<file path="config.mk">
export PLATFORM = sky130hd
export DESIGN_NAME = adr_readout
export DESIGN_NICKNAME = d
export VERILOG_FILES = /design/src/hdl/adr_pkg.sv /design/src/hdl/adr_readout.sv
export SDC_FILE = /design/constraint.sdc
export NUM_CORES = 2
export LEC_CHECK = 0
export BUFFER_PORTS_ARGS = -buffer_cell sky130_fd_sc_hd__buf_2
export CAP_MARGIN = 20
export CORE_ASPECT_RATIO = 0.75
export CORE_MARGIN = 1.5
export CORE_UTILIZATION = 30
export CTS_CLUSTER_DIAMETER = 150
export DETAILED_ROUTE_END_ITERATION = 12
export GPL_TIMING_DRIVEN = 0
export PLACE_DENSITY = 0.43
export SLEW_MARGIN = 20
export SYNTH_ARGS = -nofsm -noshare
export SYNTH_HDL_FRONTEND = slang
export SYNTH_SLANG_ARGS = --single-unit
</file>
<file path="constraint.sdc">
create_clock -name core_clk -period 5.67 [get_ports core_clk]
set_input_delay 0.2835 -clock core_clk [delete_from_list [all_inputs] [get_ports core_clk]]
set_output_delay 0.2835 -clock core_clk [all_outputs]
set_load 0.02 [all_outputs]
</file>
<file path="src/hdl/adr_pkg.sv">
package adr_pkg;

	localparam int NUM_CH       = 8;
	localparam int STATUS_BITS  = 24;
	localparam int SAMPLE_WIDE  = 24;
	localparam int SAMPLE_NARROW = 16;
	localparam int FRAME_WIDE   = STATUS_BITS + SAMPLE_WIDE * NUM_CH;
	localparam int FIFO_DEPTH   = 16;
	localparam int PEND_BITS    = SAMPLE_WIDE * NUM_CH;

	localparam logic [7:0] FRAME_BITS_WIDE   = 8'hD8;
	localparam logic [7:0] FRAME_BITS_NARROW = 8'h98;

	localparam logic [2:0] RATE_16_FAST   = 3'h0;
	localparam logic [2:0] RATE_16_SLOW   = 3'h1;

	localparam logic [7:0] OP_CONT_READ   = 8'h10;
	localparam logic [7:0] OP_STOP_CONT   = 8'h11;
	localparam logic [6:0] OP_SINGLE_HEAD = 7'h09;
	localparam logic [2:0] SINGLE_DECODE_CNT = 3'h6;
	localparam logic [2:0] BYTE_LAST_CNT     = 3'h7;
	localparam logic [2:0] LAST_WORD_IDX     = 3'h7;

	localparam logic [3:0]  STATUS_MARK  = 4'hC;
	localparam logic [15:0] SAT_POS_16   = 16'h7FFF;
	localparam logic [15:0] SAT_NEG_16   = 16'h8000;

	localparam logic       CONT_AT_RESET = 1'h1;
	localparam logic       DATA_READY_N_N_RESET  = 1'h1;
	localparam logic [1:0] CS_SYNC_RESET = 2'h3;

	typedef struct packed {
		logic [7:0] positive_fault_flags;
		logic [7:0] negative_fault_flags;
		logic [3:0] gpio_data;
	} adr_status_t;

	typedef struct packed {
		logic [2:0] rate_select;
		logic       repeat_readback_enable;
		logic [7:0] channel_power_down;
	} adr_config_t;

	typedef struct packed {
		logic [1:0]            cs_sync;
		logic [1:0]            sclk_sync;
		logic [1:0]            din_sync;
		logic                  sclk_prev;
		logic [2:0]            cmd_cnt;
		logic [6:0]            cmd_sh;
		logic                  cont_mode;
		logic                  single_pend;
		logic                  tx_active;
		logic [7:0]            tx_idx;
		logic [FRAME_WIDE-1:0] tx_frame;
		logic [FRAME_WIDE-1:0] ready_frame;
		logic                  ready_valid;
		logic [2:0]            word_cnt;
		logic [PEND_BITS-1:0]  pend;
		logic                  data_ready_n_n;
		logic                  dout;
	} adr_state_t;

endpackage : adr_pkg

</file>
<file path="src/hdl/adr_readout.sv">
`timescale 1ns/1ps

module adr_fifo #(
	parameter int WIDTH = 24,
	parameter int DEPTH = 16
) (
	input  wire logic             core_clk,
	input  wire logic             reset,
	input  wire logic             in_valid,
	output logic                  in_ready,
	input  wire logic [WIDTH-1:0] in_data,
	output logic                  out_valid,
	input  wire logic             out_ready,
	output logic [WIDTH-1:0]      out_data
);
	localparam int AW = $clog2(DEPTH);

	typedef struct packed {
		logic [DEPTH-1:0][WIDTH-1:0] mem;
		logic [AW-1:0]               wp;
		logic [AW-1:0]               rp;
		logic [AW:0]                 cnt;
		logic                        full;
		logic                        empty;
	} adr_fifo_state_t;

	adr_fifo_state_t st_reg;
	adr_fifo_state_t st_next;
	logic            push;
	logic            pop;

	assign in_ready  = ~st_reg.full;
	assign out_valid = ~st_reg.empty;
	assign out_data  = st_reg.mem[st_reg.rp];

	always_comb begin
		st_next = st_reg;
		push    = in_valid & ~st_reg.full;
		pop     = out_ready & ~st_reg.empty;
		if (push) begin
			st_next.mem[st_reg.wp] = in_data;
			st_next.wp = st_reg.wp + 1'b1;
		end
		if (pop) begin
			st_next.rp = st_reg.rp + 1'b1;
		end
		if (push && !pop) begin
			st_next.cnt = st_reg.cnt + 1'b1;
		end else if (pop && !push) begin
			st_next.cnt = st_reg.cnt - 1'b1;
		end
		st_next.full  = (st_next.cnt == (AW+1)'(DEPTH));
		st_next.empty = (st_next.cnt == '0);
		if (reset) begin
			st_next       = '0;
			st_next.empty = 1'b1;
		end
	end

	always_ff @(posedge core_clk) begin
		st_reg <= st_next;
	end

endmodule : adr_fifo

module adr_readout
	import adr_pkg::*;
(
	input  wire logic                   core_clk,
	input  wire logic                   reset,
	input  wire logic                   cs_n,
	input  wire logic                   sclk,
	input  wire logic                   din,
	output logic                        dout,
	output logic                        dout_oe_n,
	output logic                        data_ready_n,
	output logic                        continuous_read_mode,
	input  wire logic [SAMPLE_WIDE-1:0] conv_data,
	input  wire logic                   conv_valid,
	output logic                        conv_ready,
	input  wire adr_status_t            fault_status,
	input  wire adr_config_t            config_in
);

	adr_state_t             st_reg;
	adr_state_t             st_next;
	logic                   fifo_valid;
	logic                   fifo_pop;
	logic [SAMPLE_WIDE-1:0] fifo_data;

	function automatic logic is_narrow(input logic [2:0] rate);
		is_narrow = (rate == RATE_16_FAST) || (rate == RATE_16_SLOW);
	endfunction : is_narrow

	function automatic logic [SAMPLE_NARROW-1:0] sat16(
		input logic [SAMPLE_WIDE-1:0] s
	);
		if (!s[SAMPLE_WIDE-1] && (s[SAMPLE_WIDE-2:SAMPLE_NARROW-1] != '0)) begin
			sat16 = SAT_POS_16;
		end else if (s[SAMPLE_WIDE-1] &&
			(s[SAMPLE_WIDE-2:SAMPLE_NARROW-1] != '1)) begin
			sat16 = SAT_NEG_16;
		end else begin
			sat16 = s[SAMPLE_NARROW-1:0];
		end
	endfunction : sat16

	// Frame is MSB aligned; narrow frames leave unused low bits at zero
	function automatic logic [FRAME_WIDE-1:0] build_frame(
		input adr_status_t           stat,
		input logic [PEND_BITS-1:0]  smp,
		input adr_config_t           cfg
	);
		logic [SAMPLE_WIDE-1:0] s;
		build_frame = '0;
		s = '0;
		build_frame[FRAME_WIDE-1 -: STATUS_BITS] = {STATUS_MARK,
			stat.positive_fault_flags, stat.negative_fault_flags,
			stat.gpio_data};
		for (int ch = 0; ch < NUM_CH; ch++) begin
			s = cfg.channel_power_down[ch] ? '0 :
				smp[ch*SAMPLE_WIDE +: SAMPLE_WIDE];
			if (is_narrow(cfg.rate_select)) begin
				build_frame[FRAME_WIDE-1-STATUS_BITS-ch*SAMPLE_NARROW
					-: SAMPLE_NARROW] = sat16(s);
			end else begin
				build_frame[FRAME_WIDE-1-STATUS_BITS-ch*SAMPLE_WIDE
					-: SAMPLE_WIDE] = s;
			end
		end
	endfunction : build_frame

	// Samples queue here so the converter can run ahead of a slow readout
	adr_fifo #(
		.WIDTH (SAMPLE_WIDE),
		.DEPTH (FIFO_DEPTH)
	) u_fifo (
		.core_clk  (core_clk),
		.reset     (reset),
		.in_valid  (conv_valid),
		.in_ready  (conv_ready),
		.in_data   (conv_data),
		.out_valid (fifo_valid),
		.out_ready (fifo_pop),
		.out_data  (fifo_data)
	);

	// A frame is only latched between readouts, which stalls the queue
	assign fifo_pop = ~st_reg.tx_active;

	always_comb begin
		logic                 cs_hi;
		logic                 sck;
		logic                 din_s;
		logic                 rise;
		logic                 fall;
		logic [7:0]           cmd_byte;
		logic [7:0]           len;
		logic [PEND_BITS-1:0] smp;
		cs_hi    = st_reg.cs_sync[1];
		sck      = st_reg.sclk_sync[1];
		din_s    = st_reg.din_sync[1];
		rise     = sck & ~st_reg.sclk_prev;
		fall     = ~sck & st_reg.sclk_prev;
		cmd_byte = {st_reg.cmd_sh, din_s};
		len      = is_narrow(config_in.rate_select) ? FRAME_BITS_NARROW :
			FRAME_BITS_WIDE;
		smp      = st_reg.pend;
		st_next  = st_reg;

		st_next.cs_sync   = {st_reg.cs_sync[0], cs_n};
		st_next.sclk_sync = {st_reg.sclk_sync[0], sclk};
		st_next.din_sync  = {st_reg.din_sync[0], din};
		st_next.sclk_prev = sck;

		// Clear happens even with chip select high
		if (fall) begin
			st_next.data_ready_n_n = 1'b1;
		end

		if (cs_hi) begin
			st_next.cmd_cnt     = '0;
			st_next.tx_active   = 1'b0;
			st_next.tx_idx      = '0;
			st_next.single_pend = 1'b0;
		end else begin
			if (fall) begin
				st_next.cmd_sh  = cmd_byte[6:0];
				st_next.cmd_cnt = st_reg.cmd_cnt + 1'b1;
				if (st_reg.cmd_cnt == SINGLE_DECODE_CNT &&
					cmd_byte[6:0] == OP_SINGLE_HEAD) begin
					st_next.single_pend = 1'b1;
				end
				if (st_reg.cmd_cnt == BYTE_LAST_CNT) begin
					if (cmd_byte == OP_CONT_READ) begin
						st_next.cont_mode = 1'b1;
					end else if (cmd_byte == OP_STOP_CONT) begin
						st_next.cont_mode = 1'b0;
					end
				end
			end
			if (rise) begin
				if (st_reg.tx_active) begin
					if (st_reg.tx_idx == len) begin
						if (config_in.repeat_readback_enable) begin
							st_next.dout   = st_reg.tx_frame[FRAME_WIDE-1];
							st_next.tx_idx = 8'h01;
						end else begin
							st_next.dout      = 1'b0;
							st_next.tx_active = 1'b0;
						end
					end else begin
						st_next.dout   = st_reg.tx_frame[
							FRAME_WIDE-1-int'(st_reg.tx_idx)];
						st_next.tx_idx = st_reg.tx_idx + 1'b1;
					end
				end else if (st_reg.cmd_cnt == '0 && st_reg.tx_idx == '0 &&
					(st_reg.single_pend ||
					(st_reg.cont_mode && st_reg.ready_valid))) begin
					// Private copy; no new frame lands mid-readout, as the fifo is not popped while tx_active
					st_next.tx_frame    = st_reg.ready_frame;
					st_next.dout        = st_reg.ready_frame[FRAME_WIDE-1];
					st_next.tx_idx      = 8'h01;
					st_next.tx_active   = 1'b1;
					st_next.single_pend = 1'b0;
					st_next.ready_valid = 1'b0;
				end
			end
		end

		if (fifo_valid && fifo_pop) begin
			smp[8'(st_reg.word_cnt) * 8'd24 +: SAMPLE_WIDE] = fifo_data;
			st_next.pend     = smp;
			st_next.word_cnt = st_reg.word_cnt + 1'b1;
			if (st_reg.word_cnt == LAST_WORD_IDX) begin
				st_next.ready_frame = build_frame(fault_status, smp, config_in);
				st_next.ready_valid = 1'b1;
				st_next.data_ready_n_n      = 1'b0;
				if (st_reg.cont_mode && !cs_hi && !rise) begin
					st_next.dout = 1'b0;
				end
			end
		end

		if (reset) begin
			st_next           = '0;
			st_next.cont_mode = CONT_AT_RESET;
			st_next.data_ready_n_n    = DATA_READY_N_N_RESET;
			st_next.cs_sync   = CS_SYNC_RESET;
		end
	end

	always_ff @(posedge core_clk) begin
		st_reg <= st_next;
	end

	assign dout                 = st_reg.dout;
	assign dout_oe_n            = st_reg.cs_sync[1];
	assign data_ready_n         = st_reg.data_ready_n_n;
	assign continuous_read_mode = st_reg.cont_mode;

endmodule : adr_readout

</file>
# == Word level (Yosys, flattened, before mapping) ==
# Index checks and enable logic that the tools add are counted.
# classes
add_sub_neg,9
multipliers,1
order_cmp,4
eq_ne,18
shift,2
muxes,76
bitwise,10
reduce_logical,60
# ops
operator,n
2-to-1 mux 226 bit,2
bitwise mux 384 bit,1
2-to-1 mux 16 bit,23
2-to-1 mux 24 bit,13
2-to-1 mux 216 bit,1
2-to-1 mux 198 bit,1
bitwise mux 192 bit,1
variable shift 24 x 10 -> 192 bit (first input constant),1
indexed part select 24 x 10 -> 192 bit,1
binary-select mux 24 bit (select 4 bit),1
demux 24 bit (select 4 bit),1
!= test 8 bit (second input constant),8
nonzero test 8 bit,8
2-to-1 mux 8 bit,4
logical AND 1 bit,26
2-to-1 mux 1 bit,22
equality test 8 x 5 -> 1 bit (second input constant),2
logical NOT 1 bit,12
< comparator 4 x 5 -> 1 bit (second input constant),2
< comparator 9 x 10 -> 1 bit (second input constant),1
2-to-1 mux 5 bit,2
negator 8 -> 10 bit,1
equality test 3 bit (second input constant),3
2-to-1 mux 9 bit,1
other kinds (27),42
# totals
regBits,1051
in_bits,62
out_inout_bits,5
word_cells,218

# == Depth between registers and ports, before layout ==
# depth
depth_word,11
ltp_mapped,20
ltp_nobuf,13

# == Hierarchy ==
# Synthesis repeated with hierarchy kept, for this count alone.
# unflattened
cells_unflattened,5852
hier_area_um2,48365.1
# by_module_without_submodules
module,n_inst,cells_per_inst,area_per_inst_um2,seq_area_each_um2
adr_readout,1,3877,31258.7,13052.5
adr_fifo,1,1975,17106.4,7987.7

# == Worst setup path after synthesis ==
# Ideal clock, no wire load.
# synth_timing
kind,reg2reg
from,reg st_reg[194] in the netlist's numbering
to,reg st_reg[363] in the netlist's numbering
setup_time_ns,0.086
t_arrival_ns,4.593
required_ns,5.584
setup_slack_ns,0.992
path_stages_with_launch,19
n_path_buf,6
synth_period_minus_slack_ns,4.678
cell_sequence,dfxtp_1 -> buf_2 -> buf_1 -> clkinv_1 -> buf_2 -> buf_1 -> ha_1 -> inv_1 -> ha_1 -> clkbuf_1 -> clkbuf_1 -> nand2_1 -> a211oi_2 -> nor2_1 -> a211oi_1 -> nand4_1 -> a221o_1 -> or2_1 -> a211oi_1
# synth_via
elab_chain_len,10
elab_cells_between_ends,16
classes_between,add/sub (1); mul (1); eq/ne (2); shift (2); mux (5); reduce/logical (5)
# synth_rtl
element,line,rtl
start: declaration,adr_readout.sv:85,adr_state_t st_reg;
start signal: assignment,adr_readout.sv:254,st_reg <= st_next;
multiplier 3 x 2 -> 5 bit,adr_readout.sv:232,smp[8'(st_reg.word_cnt) * 8'd24 +: SAMPLE_WIDE] = fifo_data;
negator 8 -> 10 bit,adr_readout.sv:232,
indexed part select 24 x 10 -> 192 bit or variable shift 24 x 10 -> 192 bit (tied branches),adr_readout.sv:232,
bitwise mux 192 bit,adr_readout.sv:232,
2-to-1 mux 24 bit,adr_readout.sv:121,s = cfg.channel_power_down[ch] ? '0 :
!= test 8 bit,adr_readout.sv:101,(s[SAMPLE_WIDE-2:SAMPLE_NARROW-1] != '1)) begin
logical AND 1 bit,adr_readout.sv:100,end else if (s[SAMPLE_WIDE-1] &&
2-to-1 mux 16 bit,adr_readout.sv:100,
2-to-1 mux 16 bit,adr_readout.sv:98,if (!s[SAMPLE_WIDE-1] && (s[SAMPLE_WIDE-2:SAMPLE_NARROW-1] != '0)) begin
2-to-1 mux 8 bit,adr_readout.sv:123,if (is_narrow(cfg.rate_select)) begin
# Parallel ways exist; a longest one is shown, timed or not.
# A chain may end at the register's enable or synchronous reset.

# == Final worst setup path ==
# layout_timing
from,reg st_reg[194] in the netlist's numbering
to,reg st_reg[342] in the netlist's numbering
# layout_via
elab_chain_len,10
elab_cells_between_ends,17
classes_between,add/sub (1); mul (1); eq/ne (2); shift (2); mux (6); reduce/logical (5)
# layout_rtl
element,line
multiplier 3 x 2 -> 5 bit,adr_readout.sv:232
negator 8 -> 10 bit,adr_readout.sv:232
indexed part select 24 x 10 -> 192 bit or variable shift 24 x 10 -> 192 bit (tied branches),adr_readout.sv:232
bitwise mux 192 bit,adr_readout.sv:232
2-to-1 mux 24 bit,adr_readout.sv:121
!= test 8 bit,adr_readout.sv:101
logical AND 1 bit,adr_readout.sv:100
2-to-1 mux 16 bit,adr_readout.sv:100
2-to-1 mux 16 bit,adr_readout.sv:98
2-to-1 mux 16 bit,adr_readout.sv:123
# Parallel ways exist; a longest one is shown, timed or not.

==> run metrics <==
Reg clk slew, reported paths=0.07 ns; syn nets=6171; max reg flops=648; post-synthesis sequential area ratio=0.427; Antenna Violating Nets Remaining=0; maximum clock frequency=172 MHz; # H-tree levels=3; Internal=14600 uW; top-area cell type share of the netlist area=0.427; Worst-Skew Late Latency=between 0.7 and 0.8 ns; violated checks=setup timing; Hold Fails Final Rpt=0; root buf cell=clkbuf_16; number of distinct library cells after synthesis=about 110; # setup viols final=9; port bufs=37; TritonCTS Buffers=roughly 110; Req. time, crit path=between 6 and 7 ns; first-pass GRT wire length=350000 um; synthesized flop and latch total=1051; Crit Path Class=flip-flop to flip-flop; DRC errors left=0; initial antenna violation count=25; largest net degree at the start of global routing=16; Final Skew=0.0577 ns; storage element area=0.0210 sq mm; clock sink total=1051; Nets=6409; CP Capture Type=flip-flop; crit path time final=5.81 ns; power per cell area=424 mW/mm^2; iteration-0 DRC count of the detailed router=6565; initial core utilization=0.303; P_sw=10000 uW; die area=0.167 sq mm; drt via density=5.69; gr usage total=0.294; Pins Over Slew Limit=0; HP Class=input port to flip-flop; vias in the first global route=between 40000 and 50000; Filler cells=approximately 17000; crit share post-route=1.02; status=finished with violations; WL final=around 250000 um; Mean Syn Cell Area=roughly 8.1 sq um; unrepaired setup endpoints after global routing=true; Worst setup SP type=flip-flop; core area=0.163 sq mm; final cell count without fillers=around 8600; EDFF count, synth=0; Die X-Extent=471 um; DP Wirelength=199000 um; WP data arrival=6.51 ns; worst setup slack after layout=-0.142 ns; FP Rows=128; Peak VDD IR=0.280 mV; Vias=48729; Mapped Cells=6085; Sw Share=0.407; # IOs=67; Clock Power Share=0.332; Combinational Power Share=0.346; layout cells sized above 1=0.119; Post-synth top flop=dfxtp_1; TritonCTS clock tree=built; Worst Tran Pin Value=1.42 ns; Max Buffers Root-to-Sink=3; most frequent cell after synthesis=nand2_1; sequential group share of total power=0.322; Finished Core Util=0.356; Area contributors post-synth=dfxtp_1 (43%), nand2_1 (13%), a21oi_1 (9.1%); dpl cells=slightly above 8000; DRT Pass-1 Iters=8; Slew HR=0.0516; GRT overflow=0; Placer Congestion=1.03; final instance area=0.0580 sq mm; async set or reset register ratio after synthesis=0; mapped cell area=0.0493 sq mm; Area Overhead vs Synth=17.7%; Leakage Power=0.0186 uW; synth cell count leaders=nand2_1 (1649), dfxtp_1 (1051), a21oi_1 (895); area leader, netlist=dfxtp_1; Die Height=354 um; Pwr Total=roughly 25000 uW; placed cell area=0.0526 sq mm; drt wl/cell=a little under 30 um; synth warn=0; crit-path max FO=10; Multi-input gate area=0.0266 sq mm; Max-Cap Viols=0
[cell type report]
| type | instances | area share |
|---|---|---|
| Antenna cell | 7 | 0.000302 |
| Buffer | 517 | 0.0392 |
| Clock buffer | 170 | 0.0582 |
| Clock inverter | 42 | 0.0107 |
| Inverter | 55 | 0.00367 |
| Multi-Input combinational cell | 4458 | 0.459 |
| Sequential cell | 1051 | 0.363 |
| Tap cell | 2145 | 0.0463 |
| Timing Repair Buffer | 126 | 0.0202 |
[path summary, 6_finish.rpt]
kind / cells past startpoint / slack (ns) / to / startpoint
max: 17 / -0.14 / st_reg[342]$_SDFFE_PP0P_ / st_reg[194]$_SDFFE_PP0P_
min: 4 / 0.05 / st_reg[242]$_SDFFE_PP0P_ / config_in[6]
min reg2reg: 1 / 0.41 / dout_oe_n$_SDFF_PP1_ / st_reg[656]$_SDFF_PP1_
max reg2reg: 17 / -0.14 / st_reg[342]$_SDFFE_PP0P_ / st_reg[194]$_SDFFE_PP0P_
[kinds of logic after synthesis]
kind of cell    Yosys count  share of synthesized area
simple gates           2433                      0.199
compound gates         1652                      0.202
flops                  1051                      0.427
buf+inv                 576                     0.0486
mux                     324                      0.112
xor+xnor                 25                    0.00460
fa+ha+maj                24                    0.00625
[stage by stage]
step | hold WS (ns) | worst slack (ns) | setup TNS [ns]
after floorplan | 0.387 | 0.992 | 0
after global placement | 0.400 | -2.53 | -780.95
after detailed placement | 0.399 | -2.47 | -392.66
after CTS | 0.0244 | -0.0297 | -0.0346
after global routing | 0.0389 | -0.0544 | -0.247
final | 0.0545 | -0.142 | -0.338
[power groups by stage]
| stage | registers [uW] | clock network, uW | logic, uW |
|---|---|---|---|
| after floorplan | 8030 | 0 | 4180 |
| after global placement | 8070 | 0 | 7480 |
| after detailed placement | 8080 | 0 | 7540 |
| after CTS | 7920 | 8240 | 7960 |
| after global routing | 7960 | 8550 | 8660 |
| final | 7920 | 8160 | 8520 |
[critical path, cell delays in order (launching register included)]
cell	delay [ns]
dfxtp_1	0.32
buf_2	0.20
buf_4	0.23
inv_4	0.19
clkbuf_4	0.32
buf_4	0.28
ha_1	0.28
inv_1	0.10
ha_1	0.40
clkbuf_4	0.30
o31ai_1	0.20
clkbuf_2	0.37
clkbuf_1	0.51
nor2b_1	0.98
mux2i_1	0.22
nor2_1	0.42
o22ai_1	0.13
a211oi_1	0.24
[layer usage]
metal,track usage,wire [um]
met1,0.468,124000
met2,0.372,92700
met3,0.0918,31000
met4,0.0639,5620
met5,0,66
[repair_timing]
action                                  CTS  global route
buffers inserted                         19             2
gates resized for setup                 100            44
hold buffers                             49             0
pin swaps                                11             3
hold endpoints to repair                168             0
endpoints found under the setup margin  506           146
[placed cells by master, fill, tap and decap left out, types with 20 or more instances in the layout]
| cell type | n |
|---|---|
| a211oi_1 | 84 |
| a21oi_1 | 882 |
| a21oi_2 | 20 |
| a22oi_1 | 80 |
| a31oi_1 | 21 |
| buf_2 | 67 |
| buf_4 | 38 |
| clkbuf_1 | 420 |
| clkbuf_16 | 114 |
| clkbuf_2 | 38 |
| clkbuf_8 | 31 |
| dfxtp_1 | 1051 |
| dlygate4sd3_1 | 49 |
| ha_1 | 23 |
| inv_1 | 50 |
| mux2_2 | 43 |
| mux2i_1 | 80 |
| mux2i_2 | 21 |
| mux4_2 | 173 |
| nand2_1 | 1647 |
| nand3_1 | 43 |
| nor2_1 | 471 |
| nor2b_1 | 29 |
| nor3_1 | 81 |
| o21ai_0 | 153 |
| o21ai_1 | 64 |
| o221ai_1 | 22 |
| o22ai_1 | 47 |
| o31ai_1 | 24 |
No activity file was read; power rests on OpenSTA's default activity.
